--- config.mk ---
export PLATFORM = sky130hd
export DESIGN_NAME = mcb_bus_glue
export DESIGN_NICKNAME = d
export VERILOG_FILES = /design/src/logic/mcb_pkg.sv /design/src/logic/mcb_sel_if.sv /design/src/logic/mcb_bus_glue.sv /design/src/logic/mcb_pin_sync.sv /design/src/logic/mcb_select_decode.sv
export SDC_FILE = /design/constraint.sdc
export NUM_CORES = 1
export LEC_CHECK = 0
export BUFFER_PORTS_ARGS = -buffer_cell sky130_fd_sc_hd__buf_2
export CAP_MARGIN = 15
export CORE_MARGIN = 3
export CORE_UTILIZATION = 55
export DETAILED_ROUTE_END_ITERATION = 8
export GPL_ROUTABILITY_DRIVEN = 0
export PLACE_DENSITY_LB_ADDON = 0.25
export SYNTH_ARGS = -nofsm -noshare
export SYNTH_HDL_FRONTEND = slang
export SYNTH_SLANG_ARGS = --single-unit
--- constraint.sdc ---
create_clock -name i_clk -period 2.87 [get_ports i_clk]
set_input_delay 0.1435 -clock i_clk [delete_from_list [all_inputs] [get_ports i_clk]]
set_output_delay 0.1435 -clock i_clk [all_outputs]
set_load 0.005 [all_outputs]
--- src/logic/mcb_pkg.sv ---
// Shared constants, types and decode function for the bus glue block
package mcb_pkg;
    // Clock period of i_clk
    localparam int CLK_NS = 20;
    // Least address latch strobe width and least read/write/fetch strobe width
    localparam int ALE_NS = 40;
    localparam int STROBE_NS = 160;
    // Least width of a watchdog clearing pulse
    localparam int WD_PULSE_NS = 200;
    // Least times round up to whole cycles
    localparam int ALE_CYC = (ALE_NS + CLK_NS - 1) / CLK_NS;
    localparam int STROBE_CYC = (STROBE_NS + CLK_NS - 1) / CLK_NS;
    localparam int WD_PULSE_CYC = (WD_PULSE_NS + CLK_NS - 1) / CLK_NS;
    // Width of the phase counters
    localparam int CNT_W = 4;

    // High address bytes of the mapped targets
    localparam logic [7:0] RD_BASE_HI = 8'h00;
    localparam int RD_TARGETS = 3;
    localparam logic [7:0] WR_BASE_HI = 8'h40;
    localparam int WR_TARGETS = 5;
    // Field positions inside the high address byte
    localparam int SEL_LSB = 0;
    localparam int SEL_MSB = 2;
    localparam int UNUSED_LSB = 3;
    localparam int UNUSED_MSB = 5;
    localparam int A14_BIT = 6;
    localparam int A15_BIT = 7;

    // Reset values of the strobes and port lines
    localparam logic STROBE_RST_N = 1'b1;
    localparam logic LINK_REQ_RST_N = 1'b1;
    localparam logic AUX_GATE_RST_N = 1'b1;
    localparam logic PATH_RST = 1'b0;
    localparam logic [7:0] SEL_IDLE_N = 8'hff;

    // Kind of bus access requested by the user side
    typedef enum logic [1:0] {
        MCB_FETCH,
        MCB_READ,
        MCB_WRITE
    } mcb_kind_t;

    // Three-to-eight active-low decode, all high while disabled
    function automatic logic [7:0] mcb_decode_n(input logic en, input logic [2:0] sel);
        logic [7:0] y;
        y = SEL_IDLE_N;
        if (en) begin
            y = ~(8'h01 << sel);
        end
        return y;
    endfunction : mcb_decode_n
endpackage : mcb_pkg

--- src/logic/mcb_sel_if.sv ---
// Carrier between the bus sequencer and the select decoders
`timescale 1ns/1ps
interface mcb_sel_if;
    logic [7:0] addr_hi; // High address byte on the second port
    logic rd_n; // Read strobe, active low
    logic wr_n; // Write strobe, active low
    logic [7:0] rd_y_n; // Read decoder outputs, active low
    logic [7:0] wr_y_n; // Write decoder outputs, active low

    // Sequencer drives address and strobes
    modport ctrl (output addr_hi, output rd_n, output wr_n, input rd_y_n, input wr_y_n);
    // Decoders see address and strobes
    modport dec (input addr_hi, input rd_n, input wr_n, output rd_y_n, output wr_y_n);
endinterface : mcb_sel_if

--- src/logic/mcb_bus_glue.sv ---
// Multiplexed bus sequencer, address latch, chip selects and port lines
`timescale 1ns/1ps
module mcb_bus_glue (
    input wire logic i_clk,
    input wire logic i_srst,
    // User request side
    input wire logic i_req,
    input wire mcb_pkg::mcb_kind_t i_kind,
    input wire logic [15:0] i_addr,
    input wire logic [7:0] i_wdata,
    output logic o_ready,
    output logic o_ack,
    output logic [7:0] o_rdata,
    // Multiplexed bus and strobes
    input wire logic [7:0] i_muxed_data_bus_in,
    output logic [7:0] o_muxed_data_bus_out,
    output logic o_muxed_data_bus_oe,
    output logic o_address_latch_strobe,
    output logic o_program_fetch_strobe_n,
    output logic o_read_strobe_n,
    output logic o_write_strobe_n,
    output logic [15:0] o_address,
    // Chip selects
    output logic o_select_input_buffer_a_n,
    output logic o_select_input_buffer_b_n,
    output logic o_select_freq_reader_n,
    output logic [4:0] o_select_output_latch_n,
    // Port line controls
    input wire logic i_normal_path,
    input wire logic i_sensor_path,
    input wire logic i_aux_input_enable,
    input wire logic i_first_bypass,
    input wire logic i_link_request,
    input wire logic i_watchdog_kick,
    output logic o_normal_path_select,
    output logic o_sensor_path_enable,
    output logic o_auxiliary_input_gate_n,
    output logic o_first_bypass_select,
    output logic o_link_request_n,
    output logic o_watchdog_clear_pulse,
    // Port line inputs from the reader and transceiver
    input wire logic i_freq_byte_flag,
    input wire logic i_freq_data_end_pulse,
    input wire logic i_transmit_key_in,
    output logic o_freq_byte_flag,
    output logic o_freq_data_end_pulse,
    output logic o_transmit_key
);
    import mcb_pkg::*;

    // Phases of one bus access
    typedef enum logic [2:0] {
        ST_IDLE,
        ST_ADDR,
        ST_HOLD,
        ST_STROBE,
        ST_DONE
    } mcb_state_t;

    // Whole state of the block
    typedef struct packed {
        mcb_state_t st; // Bus phase
        mcb_kind_t kind; // Access being run
        logic [CNT_W-1:0] cnt; // Phase length counter
        logic ale; // Address latch strobe
        logic program_fetch_strobe_n_n; // Fetch strobe
        logic rd_n; // Read strobe
        logic wr_n; // Write strobe
        logic [7:0] hi; // High address byte
        logic [7:0] lat; // Low address latch contents
        logic [7:0] dout; // Bus drive value
        logic oe; // Bus drive enable
        logic [7:0] wdata; // Held write data
        logic [7:0] rdata; // Captured read data
        logic ack; // Access finished
        logic [CNT_W-1:0] wd_cnt; // Watchdog pulse length
        logic wd; // Watchdog clear line
        logic link_n; // Link request line
        logic normal; // Normal path line
        logic sensor; // Sensor path line
        logic aux_n; // Auxiliary gate line
        logic bypass; // Bypass switch line
        logic end_prev; // Last end-of-data level
        logic end_pulse; // End-of-data pulse out
    } mcb_glue_t;

    mcb_glue_t q;
    mcb_glue_t d;
    logic [10:0] pins_lvl; // Synchronised pin levels
    logic upper_nz; // A11..A13 non-zero: unused range

    mcb_sel_if sel_if ();

    // Address and strobes feed the decoders
    assign sel_if.addr_hi = q.hi;
    assign sel_if.rd_n = q.rd_n;
    assign sel_if.wr_n = q.wr_n;

    mcb_select_decode u_decode (
        .i_clk(i_clk),
        .i_srst(i_srst),
        .sel(sel_if.dec)
    );

    // Pins and the bus come from outside, so all pass the synchroniser
    mcb_pin_sync #(
        .W(11)
    ) u_sync (
        .i_clk(i_clk),
        .i_srst(i_srst),
        .i_pin({i_freq_byte_flag, i_freq_data_end_pulse, i_transmit_key_in,
            i_muxed_data_bus_in}),
        .o_level(pins_lvl)
    );

    // Next state
    always_comb begin
        d = q;
        d.ack = 1'b0;
        // Port lines follow the user controls one cycle later
        d.normal = i_normal_path;
        d.sensor = i_sensor_path;
        d.aux_n = ~i_aux_input_enable;
        d.bypass = i_first_bypass;
        d.link_n = ~i_link_request;
        // Reader end-of-data turned into a one-cycle pulse
        d.end_prev = pins_lvl[9];
        d.end_pulse = pins_lvl[9] && !q.end_prev;
        // Watchdog clear: a kick starts a fixed-width pulse, kicks inside it are ignored
        if (q.wd_cnt != '0) begin
            d.wd_cnt = q.wd_cnt - CNT_W'(1);
        end else if (i_watchdog_kick) begin
            d.wd_cnt = CNT_W'(WD_PULSE_CYC);
        end
        d.wd = (d.wd_cnt != '0);
        case (q.st)
            ST_IDLE: begin
                if (i_req) begin
                    // Address goes out with the latch strobe; latch and high byte load now
                    d.st = ST_ADDR;
                    d.kind = i_kind;
                    d.hi = i_addr[15:8];
                    d.lat = i_addr[7:0];
                    d.dout = i_addr[7:0];
                    d.oe = 1'b1;
                    d.ale = 1'b1;
                    d.wdata = i_wdata;
                    d.cnt = CNT_W'(ALE_CYC - 1);
                end
            end
            ST_ADDR: begin
                if (q.cnt != '0) begin
                    d.cnt = q.cnt - CNT_W'(1);
                end else begin
                    // One cycle of address hold after the strobe falls
                    d.ale = 1'b0;
                    d.st = ST_HOLD;
                end
            end
            ST_HOLD: begin
                d.st = ST_STROBE;
                d.cnt = CNT_W'(STROBE_CYC - 1);
                case (q.kind)
                    MCB_FETCH: begin
                        d.program_fetch_strobe_n_n = 1'b0;
                        d.oe = 1'b0;
                    end
                    MCB_READ: begin
                        d.rd_n = 1'b0;
                        d.oe = 1'b0;
                    end
                    MCB_WRITE: begin
                        d.wr_n = 1'b0;
                        d.dout = q.wdata;
                    end
                    default: begin
                        d.st = ST_DONE;
                    end
                endcase
            end
            ST_STROBE: begin
                if (q.cnt != '0) begin
                    d.cnt = q.cnt - CNT_W'(1);
                end else begin
                    // Strobes rise together; read data is taken just before
                    d.program_fetch_strobe_n_n = STROBE_RST_N;
                    d.rd_n = STROBE_RST_N;
                    d.wr_n = STROBE_RST_N;
                    if (q.kind != MCB_WRITE) begin
                        d.rdata = pins_lvl[7:0];
                    end
                    d.st = ST_DONE;
                end
            end
            ST_DONE: begin
                // Write data held one more cycle so latches see it at the select edge
                d.oe = 1'b0;
                d.ack = 1'b1;
                d.st = ST_IDLE;
            end
            default: begin
                d.st = ST_IDLE;
            end
        endcase
        if (i_srst) begin
            d = '0;
            d.st = ST_IDLE;
            d.program_fetch_strobe_n_n = STROBE_RST_N;
            d.rd_n = STROBE_RST_N;
            d.wr_n = STROBE_RST_N;
            d.link_n = LINK_REQ_RST_N;
            d.aux_n = AUX_GATE_RST_N;
            d.normal = PATH_RST;
            d.sensor = PATH_RST;
            d.bypass = PATH_RST;
        end
    end

    // State register
    always_ff @(posedge i_clk) begin
        q <= d;
    end

    // Spare block bits: accesses there must not select anything
    assign upper_nz = |q.hi[UNUSED_MSB:UNUSED_LSB];

    // Only mapped selects reach the pins; spare decoder outputs stay unused
    always_comb begin
        o_select_input_buffer_a_n = sel_if.rd_y_n[0] | upper_nz;
        o_select_input_buffer_b_n = sel_if.rd_y_n[1] | upper_nz;
        o_select_freq_reader_n = sel_if.rd_y_n[RD_TARGETS-1] | upper_nz;
        o_select_output_latch_n = sel_if.wr_y_n[WR_TARGETS-1:0] | {5{upper_nz}};
    end

    // Outputs
    assign o_ready = (q.st == ST_IDLE);
    assign o_ack = q.ack;
    assign o_rdata = q.rdata;
    assign o_muxed_data_bus_out = q.dout;
    assign o_muxed_data_bus_oe = q.oe;
    assign o_address_latch_strobe = q.ale;
    assign o_program_fetch_strobe_n = q.program_fetch_strobe_n_n;
    assign o_read_strobe_n = q.rd_n;
    assign o_write_strobe_n = q.wr_n;
    assign o_address = {q.hi, q.lat};
    assign o_normal_path_select = q.normal;
    assign o_sensor_path_enable = q.sensor;
    assign o_auxiliary_input_gate_n = q.aux_n;
    assign o_first_bypass_select = q.bypass;
    assign o_link_request_n = q.link_n;
    assign o_watchdog_clear_pulse = q.wd;
    assign o_freq_byte_flag = pins_lvl[10];
    assign o_freq_data_end_pulse = q.end_pulse;
    assign o_transmit_key = pins_lvl[8];

    // Read strobe stays low exactly the strobe length
    a_rd_strobe_len: assert property (@(posedge i_clk) disable iff (i_srst)
        $fell(o_read_strobe_n) |-> (!o_read_strobe_n) [*8] ##1 o_read_strobe_n)
        else $error("read strobe width wrong");
    // Write strobe width, data driven through and one cycle past it
    a_wr_strobe_len: assert property (@(posedge i_clk) disable iff (i_srst)
        $fell(o_write_strobe_n) |-> (!o_write_strobe_n && o_muxed_data_bus_oe) [*8]
        ##1 (o_write_strobe_n && o_muxed_data_bus_oe))
        else $error("write strobe or data hold wrong");
    // Latch holds the byte on the bus when the latch strobe rises
    a_ale_latch_load: assert property (@(posedge i_clk) disable iff (i_srst)
        $rose(o_address_latch_strobe) |->
        (o_address[7:0] == o_muxed_data_bus_out && o_muxed_data_bus_oe))
        else $error("low address latch mismatch");
    // Bus released while read or fetch strobe low
    a_bus_read_release: assert property (@(posedge i_clk) disable iff (i_srst)
        (!o_read_strobe_n || !o_program_fetch_strobe_n) |-> !o_muxed_data_bus_oe)
        else $error("bus driven during read");
    // Address stable from latch strobe to access end
    a_addr_hi_stable: assert property (@(posedge i_clk) disable iff (i_srst)
        (!o_ready && !$past(o_ready)) |-> $stable(o_address))
        else $error("address changed inside an access");
    // At most one strobe low at a time
    a_strobe_excl: assert property (@(posedge i_clk) disable iff (i_srst)
        $onehot0({!o_read_strobe_n, !o_write_strobe_n, !o_program_fetch_strobe_n}))
        else $error("two strobes low together");
    // Kick from idle gives a ten-cycle clearing pulse
    a_wd_pulse_len: assert property (@(posedge i_clk) disable iff (i_srst)
        (i_watchdog_kick && !o_watchdog_clear_pulse) |=> o_watchdog_clear_pulse [*8]
        ##1 o_watchdog_clear_pulse ##1 o_watchdog_clear_pulse ##1 !o_watchdog_clear_pulse)
        else $error("watchdog pulse width wrong");
    // Link request is the inverse of the user control, one cycle on
    a_link_req_low: assert property (@(posedge i_clk) disable iff (i_srst)
        !$past(i_srst) |-> (o_link_request_n == !$past(i_link_request)))
        else $error("link request level wrong");
    // Unused upper address bits block every select
    a_unused_no_sel: assert property (@(posedge i_clk) disable iff (i_srst)
        (|o_address[13:11]) |-> (o_select_input_buffer_a_n && o_select_input_buffer_b_n
        && o_select_freq_reader_n && &o_select_output_latch_n))
        else $error("select asserted in unused range");
endmodule : mcb_bus_glue

--- src/logic/mcb_pin_sync.sv ---
// Three-stage synchroniser with agreement filter for pin inputs
`timescale 1ns/1ps
module mcb_pin_sync #(
    parameter int W = 11
) (
    input wire logic i_clk,
    input wire logic i_srst,
    input wire logic [W-1:0] i_pin,
    output logic [W-1:0] o_level
);
    import mcb_pkg::*;

    // Whole state of the synchroniser
    typedef struct packed {
        logic [W-1:0] s1; // First stage, read only by s2
        logic [W-1:0] s2; // Second stage
        logic [W-1:0] s3; // Third stage
        logic [W-1:0] lvl; // Accepted level
    } mcb_sync_t;

    mcb_sync_t sync_q;
    mcb_sync_t sync_d;

    // Next state: a bit changes only once stages two and three agree
    always_comb begin
        sync_d = sync_q;
        sync_d.s1 = i_pin;
        sync_d.s2 = sync_q.s1;
        sync_d.s3 = sync_q.s2;
        for (int i = 0; i < W; i++) begin
            if (sync_q.s2[i] == sync_q.s3[i]) begin
                sync_d.lvl[i] = sync_q.s3[i];
            end
        end
        if (i_srst) begin
            sync_d = '0;
        end
    end

    // State register
    always_ff @(posedge i_clk) begin
        sync_q <= sync_d;
    end

    assign o_level = sync_q.lvl;

    // Accepted level only moves to a value both late stages held; checked per bit,
    // since a bit still bouncing keeps its old level while its neighbours move
    a_sync_agree: assert property (@(posedge i_clk) disable iff (i_srst)
        !$stable(o_level) |->
        (((o_level ^ $past(o_level)) & (o_level ^ $past(sync_q.s3))) == '0))
        else $error("synchroniser accepted an unsettled level");
endmodule : mcb_pin_sync

--- src/logic/mcb_select_decode.sv ---
// Read and write chip-select decoders
`timescale 1ns/1ps
module mcb_select_decode (
    input wire logic i_clk,
    input wire logic i_srst,
    mcb_sel_if.dec sel
);
    import mcb_pkg::*;

    logic rd_en; // Read decoder enable
    logic wr_en; // Write decoder enable

    // Pure decode; no state, so selects follow address and strobes at once
    always_comb begin
        rd_en = !sel.addr_hi[A15_BIT] && !sel.addr_hi[A14_BIT] && !sel.rd_n;
        wr_en = !sel.addr_hi[A15_BIT] && sel.addr_hi[A14_BIT] && !sel.wr_n;
        sel.rd_y_n = mcb_decode_n(rd_en, sel.addr_hi[SEL_MSB:SEL_LSB]);
        sel.wr_y_n = mcb_decode_n(wr_en, sel.addr_hi[SEL_MSB:SEL_LSB]);
    end

    // Enabled read decoder pulls exactly the addressed output low
    a_rd_dec_onehot: assert property (@(posedge i_clk) disable iff (i_srst)
        (!sel.addr_hi[7] && !sel.addr_hi[6] && !sel.rd_n) |->
        ($countones(~sel.rd_y_n) == 1 && !sel.rd_y_n[sel.addr_hi[2:0]]))
        else $error("read decoder output not one-hot");
    // Disabled decoders hold every output high
    a_dec_idle_high: assert property (@(posedge i_clk) disable iff (i_srst)
        (sel.rd_n && sel.wr_n) |-> (&sel.rd_y_n && &sel.wr_y_n))
        else $error("decoder output low while disabled");
    // Write decoder needs A14 high, A15 low and write strobe low
    a_wr_dec_enable: assert property (@(posedge i_clk) disable iff (i_srst)
        (!(&sel.wr_y_n)) |-> (sel.addr_hi[6] && !sel.addr_hi[7] && !sel.wr_n
        && !sel.wr_y_n[sel.addr_hi[2:0]]))
        else $error("write decoder enabled on wrong address");
endmodule : mcb_select_decode
==> flow_metrics.env, run 1 <==
export IMPL_cp_top_family="simple AND/OR/NAND/NOR gates"
export IMPL_critPathLaunch="sel_if.addr_hi[3]$_SDFFE_PP0P_"
export IMPL_clock_latency_ns=0.36
export IMPL_fmax_mhz=498
export IMPL_slew_limit_headroom_pct=39.1
export IMPL_synth_flop_cell="dfxtp_1"
export IMPL_num_vias=3309
export IMPL_final_period_utilization_pct=69.9
export IMPL_worstSetupEndpoint="o_select_output_latch_n[3]"
export IMPL_rr_startpoint="q[58]$_SDFFE_PP0P_"
export IMPL_multi_input_area_um2=1650
export IMPL_final_setup_worst_slack_ns=0.864
export IMPL_numCtsBuffers=9
export IMPL_r2r_end="o_rdata[2]$_SDFFE_PP0P_"
export IMPL_synth_nets=520
export IMPL_finClkSkew_ns=0.0127
export IMPL_hold_start="i_addr[15]"
export IMPL_drv_cap=0
export IMPL_dpl_instance_area_um2=4550
export IMPL_start_kind="flip-flop"
export IMPL_synth_area_leader_cell="dfxtp_1"
export IMPL_seqCellArea_um2=2220
export IMPL_switching_share_pct=30.2
export IMPL_track_usage_pct=19.1
export IMPL_cp_depth=4
export IMPL_wire_per_inst_um=12.7
export IMPL_cts_sinks=111
export IMPL_grt_overflow_total=0
export IMPL_grt_pass1_vias=3147
export IMPL_synth_top_cell_area_share_pct=52.1
export IMPL_drtIter0Drc=164
export IMPL_ys_seq_area_share_pct=52.1
export IMPL_power_share_clock_pct=26.8
export IMPL_die_area_um2=8850
export IMPL_slowest_delay_ns=0.57
export IMPL_hpwl_mm=5.52
export IMPL_synth_common_cells="dfxtp_1 (111), nand2_1 (88), a21oi_1 (42), nor2b_1 (40), buf_4 (36)"
export IMPL_r2r_cells=6
export IMPL_postRouteAntennaNets=0
export IMPL_worst_path_buf_inv=1
export IMPL_status="complete, no violations"
export IMPL_drt_vias_per_instance=5.09
export IMPL_numPortBuffers=101
export IMPL_rsz0062_at_grt="no"
export IMPL_cts_tree="built"
export IMPL_drv_slew=0
export IMPL_path_cells="or4_1, nor3b_2, nand4b_1, buf_2"
export IMPL_cp_max_fo=5
export IMPL_vdd_drop_max_mv=0.454
export IMPL_fin_tns_setup_ns=0
export IMPL_antenna_cells=0
export IMPL_die_w_um=94.1
export IMPL_critPathKind="reg2out"
export IMPL_cp_required_ns=2.73
export IMPL_setup_violations=0
export IMPL_final_util_pct=66.6
export IMPL_p_leak_uw=0.00204
export IMPL_synthesis_area_um2=4270
export IMPL_seq_power_share_pct=54.3
export IMPL_grt_max_degree=75
export IMPL_synth_cell_type_count=44
export IMPL_worstSetupEndpointType="output pin"
export IMPL_drcViolationCount=0
export IMPL_die_y_um=94.1
export IMPL_clk_pin_slew_worst_paths_ns=0.10
export IMPL_drt_pass1_iterations=5
export IMPL_cts_resized=0
export IMPL_reg2reg_slack_ns=0.91
export IMPL_combPwrFrac_pct=18.9
export IMPL_start_util_pct=57.9
export IMPL_hold_viol=0
export IMPL_nFillCells=607
export IMPL_min_period_ns=2.01
export IMPL_ctsHtreeMaxLevel=3
export IMPL_switchingPower_uw=987
export IMPL_async_flop_share_pct=0
export IMPL_design_area_um2=4910
export IMPL_grt_first_pass_wirelength_mm=13.7
export IMPL_ys_warnings_count=0
export IMPL_antenna_found_initial=0
export IMPL_design_portCount=102
export IMPL_synth_edf_count=0
export IMPL_area_growth_pct=15.0
export IMPL_hold_path_class="in2reg"
export IMPL_drive_above_1_share_pct=23.2
export IMPL_worstPathArrival_ns=1.86
export IMPL_powerDensity_nw_per_um2=667
export IMPL_synthMostInstantiatedCell="dfxtp_1"
export IMPL_cts_root_buf="clkbuf_8"
export IMPL_core_area_um2=7370
export IMPL_cts_buffer_depth=2
export IMPL_internal_power_uw=2280
export IMPL_avgSynthCellArea_um2=9.06
export IMPL_synth_seq_cells=111
export IMPL_syn_inst=471
export IMPL_power_uw=3270
export IMPL_pre_cts_slack_ns=0.890
export IMPL_synth_area_leaders="dfxtp_1 (52%), nand2_1 (7.7%), buf_4 (6.3%)"
export IMPL_drt_wl_total_mm=8.25
export IMPL_tightest_slew_ns=0.911
export IMPL_rows=31
export IMPL_layout_nets=595
export IMPL_cpMaxStageDelayCell="or4_1"
-- cell type report --
cell class	count	share of cell area [%]
clock buffers	9	2.52
clock inverters	7	1.30
inverters	8	0.612
multi-input cells	296	33.6
flip-flops and latches	111	45.3
well taps	99	2.52
repair buffers	120	14.1
-- worst min-delay path, stage by stage --
cell and delay (ns):
buf_2 0.09, nand2_1 0.04, a21oi_1 0.05
-- cells by family (layout without fill, tap and decap cells) --
kind of cell / after synthesis / in the layout / synth area share, %
and+or+nand+nor: 199 / 199 / 23.0
adders and majority gates: 3 / 3 / 0.880
DFF: 111 / 111 / 52.1
muxes: 10 / 10 / 2.35
buffers and inverters: 64 / 144 / 9.21
AOI/OAI and AO/OA: 84 / 84 / 12.5
-- repair_timing --
action	in CTS	in global routing
endpoints found under the hold margin	17	0
setup buffers	0	0
hold buffers	17	0
-- stage by stage --
stage	hold slack, ns	std cells
after floorplan	0.205	471
after global placement	0.307	617
after detailed placement	0.314	617
after CTS	0.000809	650
after global routing	0.00501	650
final	0.0160	650
-- placed cells by master (no fill, tap or decap), types with 3 or more instances in the layout --
master	count
dlygate4sd3_1	17
nor3b_1	3
inv_1	8
nor2b_1	40
nand3_1	13
nor2_1	28
o21ai_0	17
nand2_1	88
a21oi_1	42
a31oi_1	3
a211oi_1	3
a311oi_1	6
dfxtp_1	111
mux2i_1	10
buf_4	3
ha_1	3
nand2b_1	4
clkbuf_8	9
buf_2	100
nor3_1	7
-- per-layer routing --
| layer | global-route usage, % | vias up | routed length, um |
|---|---|---|---|
| li1 | - | 1696 | - |
| met1 | 23.5 | 1520 | 3620 |
| met2 | 33.0 | 85 | 4130 |
| met3 | 4.09 | 8 | 407 |
| met4 | 6.86 | 0 | 93 |
| met5 | 0 | - | 0 |
-- flip-flops by register name, indices dropped and copies added (netlist names) --
register and count:
u_sync.sync_q 33, q 22, u_sync.o_level 11, o_address 8
o_muxed_data_bus_out 8, o_rdata 8, sel_if.addr_hi 8, o_ack 1
o_address_latch_strobe 1, o_auxiliary_input_gate_n 1, o_first_bypass_select 1, o_freq_data_end_pulse 1
o_link_request_n 1, o_muxed_data_bus_oe 1, o_normal_path_select 1, o_program_fetch_strobe_n 1
o_read_strobe_n 1, o_sensor_path_enable 1, o_watchdog_clear_pulse 1, o_write_strobe_n 1
-- worst min-delay path by stage --
stage	end	slack, ns	depth (start not counted)
global placement	o_auxiliary_input_gate_n$_SDFF_PP1_	0.31	2
floorplan	o_auxiliary_input_gate_n$_SDFF_PP1_	0.21	1
CTS	q[22]$_SDFFE_PP0P_	0.0008	3
detailed placement	o_auxiliary_input_gate_n$_SDFF_PP1_	0.31	2
global route	sel_if.addr_hi[2]$_SDFFE_PP0P_	0.005	3
finish	sel_if.addr_hi[7]$_SDFFE_PP0P_	0.02	3
-- power by group through the flow --
stage	combinational (uW)	clock, uW	sequential, uW
2_1_floorplan	521	0	1770
3_3_place_gp	584	0	1800
3_5_place_dp	598	0	1810
4_1_cts	619	906	1770
5_1_grt	702	962	1800
6_report	618	877	1780
No activity file was read; power rests on OpenSTA's default activity.
==> run 2: changes to the inputs <==
CORE_UTILIZATION = 53   (was 55)
clock period = 2.08 ns   (was 2.87 ns; I/O delays follow)
==> flow_metrics.env, run 2 (same netlist as run 1, synthesis figures left out) <==
export IMPL_status="complete, no violations"
export IMPL_layout_nets=624
export IMPL_antenna_found_initial=0
export IMPL_min_period_ns=2.05
export IMPL_area_growth_pct=22.9
export IMPL_internal_power_uw=3350
export IMPL_cp_required_ns=1.98
export IMPL_cts_root_buf="clkbuf_8"
export IMPL_grt_first_pass_wirelength_mm=14.2
export IMPL_seq_power_share_pct=51.0
export IMPL_switching_share_pct=29.9
export IMPL_design_area_um2=5240
export IMPL_drt_wl_total_mm=8.95
export IMPL_worst_path_buf_inv=1
export IMPL_cts_tree="built"
export IMPL_cts_buffer_depth=2
export IMPL_power_uw=4780
export IMPL_postRouteAntennaNets=0
export IMPL_vdd_drop_max_mv=0.493
export IMPL_cts_sinks=111
export IMPL_hold_path_class="in2reg"
export IMPL_worstSetupEndpointType="output pin"
export IMPL_most_common_layout_cells="dfxtp_1 (111), buf_2 (100), nand2_1 (88), a21oi_1 (42), dlygate4sd3_1 (41)"
export IMPL_clock_latency_ns=0.37
export IMPL_num_vias=3398
export IMPL_die_area_um2=9160
export IMPL_combPwrFrac_pct=19.5
export IMPL_p_leak_uw=0.00219
export IMPL_slowest_delay_ns=0.57
export IMPL_drive_above_1_share_pct=23.1
export IMPL_holdWs_ns=0.0269
export IMPL_path_cells="or4_1, nor3b_2, nand4b_1, buf_2"
export IMPL_cts_setup_buffers=0
export IMPL_drt_vias_per_instance=4.98
export IMPL_cp_max_fo=5
export IMPL_cpMaxStageDelayCell="or4_1"
export IMPL_worstPathArrival_ns=1.95
export IMPL_numCtsBuffers=9
export IMPL_rows=32
export IMPL_hpwl_mm=5.83
export IMPL_largest_register_ffs=33
export IMPL_hold_viol=0
export IMPL_powerDensity_nw_per_um2=912
export IMPL_final_common_cell="dfxtp_1"
export IMPL_setup_violations=0
export IMPL_track_usage_pct=19.6
export IMPL_fin_tns_setup_ns=0
export IMPL_grt_pass1_vias=3242
export IMPL_slew_limit_headroom_pct=62.5
export IMPL_design_portCount=102
export IMPL_core_area_um2=7770
export IMPL_rsz0062_at_grt="yes"
export IMPL_ctsHtreeMaxLevel=3
export IMPL_switchingPower_uw=1430
export IMPL_final_period_utilization_pct=98.6
export IMPL_die_w_um=95.7
export IMPL_tightest_slew_ns=0.562
export IMPL_drcViolationCount=0
export IMPL_start_util_pct=54.9
export IMPL_largest_register="u_sync.sync_q"
export IMPL_drtIter0Drc=89
export IMPL_dp_cells=625
export IMPL_fin_cells=682
export IMPL_finClkSkew_ns=0.0133
export IMPL_fmax_mhz=488
export IMPL_start_kind="flip-flop"
export IMPL_antenna_cells=0
export IMPL_numPortBuffers=101
export IMPL_drv_cap=0
export IMPL_drt_pass1_iterations=4
export IMPL_cp_top_family="simple AND/OR/NAND/NOR gates"
export IMPL_dpl_instance_area_um2=4600
export IMPL_die_y_um=95.7
export IMPL_critPathKind="reg2out"
export IMPL_grt_overflow_total=0
export IMPL_clk_pin_slew_worst_paths_ns=0.12
export IMPL_power_share_clock_pct=29.5
export IMPL_drv_slew=0
export IMPL_grt_max_degree=58
export IMPL_wire_per_inst_um=13.1
## run 2: cell types whose count changed in the layout (fill, tap and decap cells not counted), moves of 2 or more
cell,previous run,this run
clkinv_2,2,0
buf_4,3,7
dlygate4sd3_1,17,41
inv_8,1,3
## run 2: path summary, 6_finish.rpt
path	from	to	slack, ns	cells after the start
setup / recovery	sel_if.addr_hi[3]$_SDFFE_PP0P_	o_select_output_latch_n[3]	0.03	4
hold / removal	i_addr[7]	o_address[7]$_SDFFE_PP0P_	0.03	3
setup reg to reg	q[58]$_SDFFE_PP0P_	o_rdata[5]$_SDFFE_PP0P_	0.26	6
hold reg to reg	q[1]$_SDFF_PP0_	o_freq_data_end_pulse$_SDFF_PP0_	0.39	1
## run 2: routing by layer
metal,vias up,part of all wire (%),global-route usage (%),routed length (um)
met3,12,5.3,3.67,477
met1,1549,43,22.6,3860
met4,0,1.6,7.94,142
li1,1745,-,-,-
met5,-,0,0,0
met2,92,50,35.4,4470
## run 2: timing repair
item | 4_1_cts | 5_1_grt
hold buffers | 41 | 0
resized for setup | 0 | 1
hold endpoints to repair | 41 | 0
endpoints found under the setup margin | 0 | 7
## run 2: per-stage QoR
stage / setup WS [ns] / utilization (%)
CTS: 0.0503 / 67.5
global placement: 0.238 / 59.3
floorplan: 0.429 / -
finish: 0.0299 / 67.5
detailed placement: 0.111 / 59.3
global route: -0.0194 / 67.5
## run 2: tightest hold or removal path, cell delays in order
cell     delay, ns
buf_2         0.13
nand2_1       0.06
a21oi_1       0.05
## run 2: power by group through the flow
stage	registers [uW]	clock network, uW	logic (uW)
5_1_grt	2470	1530	1060
3_3_place_gp	2480	0	843
3_5_place_dp	2490	0	875
6_report	2440	1410	932
2_1_floorplan	2450	0	719
4_1_cts	2440	1450	937
## run 2: layout make-up
class / count / area (um^2)
fillers: 645 / 2520
flip-flops and latches: 111 / 2220
multi-input cells: 296 / 1650
repair buffers: 149 / 983
well taps: 102 / 128
clock buffers: 9 / 124
clock inverters: 7 / 105
inverters: 8 / 30.0
==> run 3: changes to the inputs <==
CORE_MARGIN = 5   (was 3)
CORE_UTILIZATION = 55   (was 53)
CTS_BUF_LIST = sky130_fd_sc_hd__clkbuf_8   (was unset)
==> flow_metrics.env, run 3 (same netlist as run 1, synthesis figures left out) <==
export IMPL_postRouteAntennaNets=0
export IMPL_setup_violations=0
export IMPL_slew_limit_headroom_pct=57.0
export IMPL_clk_pin_slew_worst_paths_ns=0.11
export IMPL_antenna_found_initial=0
export IMPL_powerDensity_nw_per_um2=889
export IMPL_grt_first_pass_wirelength_mm=15.4
export IMPL_grt_util_met1_pct=23.6
export IMPL_drive_above_1_share_pct=23.3
export IMPL_wire_per_inst_um=13.0
export IMPL_drt_vias_per_instance=5.01
export IMPL_dpl_instance_area_um2=4610
export IMPL_hold_path_class="in2reg"
export IMPL_hpwl_mm=5.79
export IMPL_met3_usage_pct=4.14
export IMPL_rsz0062_at_grt="no"
export IMPL_fmax_mhz=502
export IMPL_p_leak_uw=0.00219
export IMPL_pre_cts_slack_ns=0.123
export IMPL_largest_register_ffs=33
export IMPL_path_cells="or4_1, nor3b_2, nand4b_1, buf_2"
export IMPL_final_period_utilization_pct=95.7
export IMPL_grt_pass1_vias=3317
export IMPL_cpMaxStageDelayCell="or4_1"
export IMPL_numCtsBuffers=9
export IMPL_die_y_um=98.1
export IMPL_rows=32
export IMPL_holdWs_ns=0.101
export IMPL_ctsHtreeMaxLevel=3
export IMPL_fin_tns_setup_ns=0
export IMPL_antenna_cells=0
export IMPL_grt_busiest_layer="met2"
export IMPL_track_usage_pct=19.0
export IMPL_cts_tree="built"
export IMPL_grtUsageMet2_pct=32.3
export IMPL_drt_wl_total_mm=8.92
export IMPL_core_area_um2=7650
export IMPL_die_w_um=98.1
export IMPL_worst_path_buf_inv=1
export IMPL_layout_nets=627
export IMPL_drv_slew=0
export IMPL_largest_register="u_sync.sync_q"
export IMPL_cts_buffer_depth=2
export IMPL_die_area_um2=9620
export IMPL_grt_max_degree=60
export IMPL_design_portCount=102
export IMPL_cp_max_fo=5
export IMPL_start_kind="flip-flop"
export IMPL_numPortBuffers=101
export IMPL_drtIter0Drc=171
export IMPL_critPathKind="reg2out"
export IMPL_cp_required_ns=1.98
export IMPL_slowest_delay_ns=0.59
export IMPL_tightest_slew_ns=0.643
export IMPL_most_common_layout_cells="dfxtp_1 (111), buf_2 (100), nand2_1 (88), a21oi_1 (42), dlygate4sd3_1 (42)"
export IMPL_grt_overflow_total=0
export IMPL_cts_root_buf="clkbuf_8"
export IMPL_design_area_um2=5230
export IMPL_vdd_drop_max_mv=0.503
export IMPL_finClkSkew_ns=0.0116
export IMPL_cts_sinks=111
export IMPL_num_vias=3435
export IMPL_final_common_cell="dfxtp_1"
export IMPL_drcViolationCount=0
export IMPL_cp_top_family="simple AND/OR/NAND/NOR gates"
export IMPL_hold_viol=0
export IMPL_start_util_pct=55.8
export IMPL_final_setup_worst_slack_ns=0.0891
export IMPL_worstSetupEndpointType="output pin"
export IMPL_status="complete, no violations"
export IMPL_drt_pass1_iterations=4
export IMPL_area_growth_pct=22.5
export IMPL_nFillCells=634
export IMPL_min_period_ns=1.99
export IMPL_drv_cap=0
export IMPL_worstPathArrival_ns=1.89
export IMPL_clock_latency_ns=0.37
## run 3: metal layers
| layer | wire (um) | up-vias |
|---|---|---|
| met5 | 0 | - |
| met4 | 114 | 0 |
| met3 | 663 | 11 |
| met2 | 4320 | 108 |
| met1 | 3820 | 1553 |
| li1 | - | 1763 |
## run 3: area by class of cell
cell class | count | area (um^2) | share of cell area [%]
tap | 102 | 128 | 2.44
timing repair buffer | 152 | 996 | 19.1
clock inverter | 7 | 73.8 | 1.41
multi-input combinational | 296 | 1650 | 31.6
sequential | 111 | 2220 | 42.5
clock buffer | 9 | 124 | 2.37
inverter | 8 | 30.0 | 0.575
## run 3: through the flow
step,total power (uW),util [%],std cells
after detailed placement,3360,60.2,627
after floorplan,3170,-,471
final,4640,68.3,685
after global routing,4910,68.3,685
after global placement,3320,60.2,627
after CTS,4680,68.3,685
## run 3: worst paths after layout
check | from | endpoint | slack, ns | cells past startpoint
max | sel_if.addr_hi[3]$_SDFFE_PP0P_ | o_select_output_latch_n[3] | 0.09 | 4
max reg2reg | q[58]$_SDFFE_PP0P_ | o_rdata[1]$_SDFFE_PP0P_ | 0.21 | 6
min reg2reg | q[1]$_SDFF_PP0_ | o_freq_data_end_pulse$_SDFF_PP0_ | 0.40 | 1
min | i_watchdog_kick | q[8]$_SDFF_PP0_ | 0.10 | 4
## run 3: tightest hold or removal path, stage by stage
cell     delay [ns]
buf_2          0.11
nor3_1         0.05
a21oi_1        0.11
nor2_1         0.05
## run 3: repair_timing
action                     4_1_cts  5_1_grt
hold endpoints to repair        42        0
gates resized for setup          0        1
setup endpoints to repair        0        3
hold buffers                    42        0
setup buffers                    0        0
## run 3: where the power goes
part	leakage [uW]	total (uW)	internal, uW	switching, uW
Sequential	0.000910	2440	2300	141
Combinational	0.00117	942	443	498
Clock	0.000101	1260	476	784
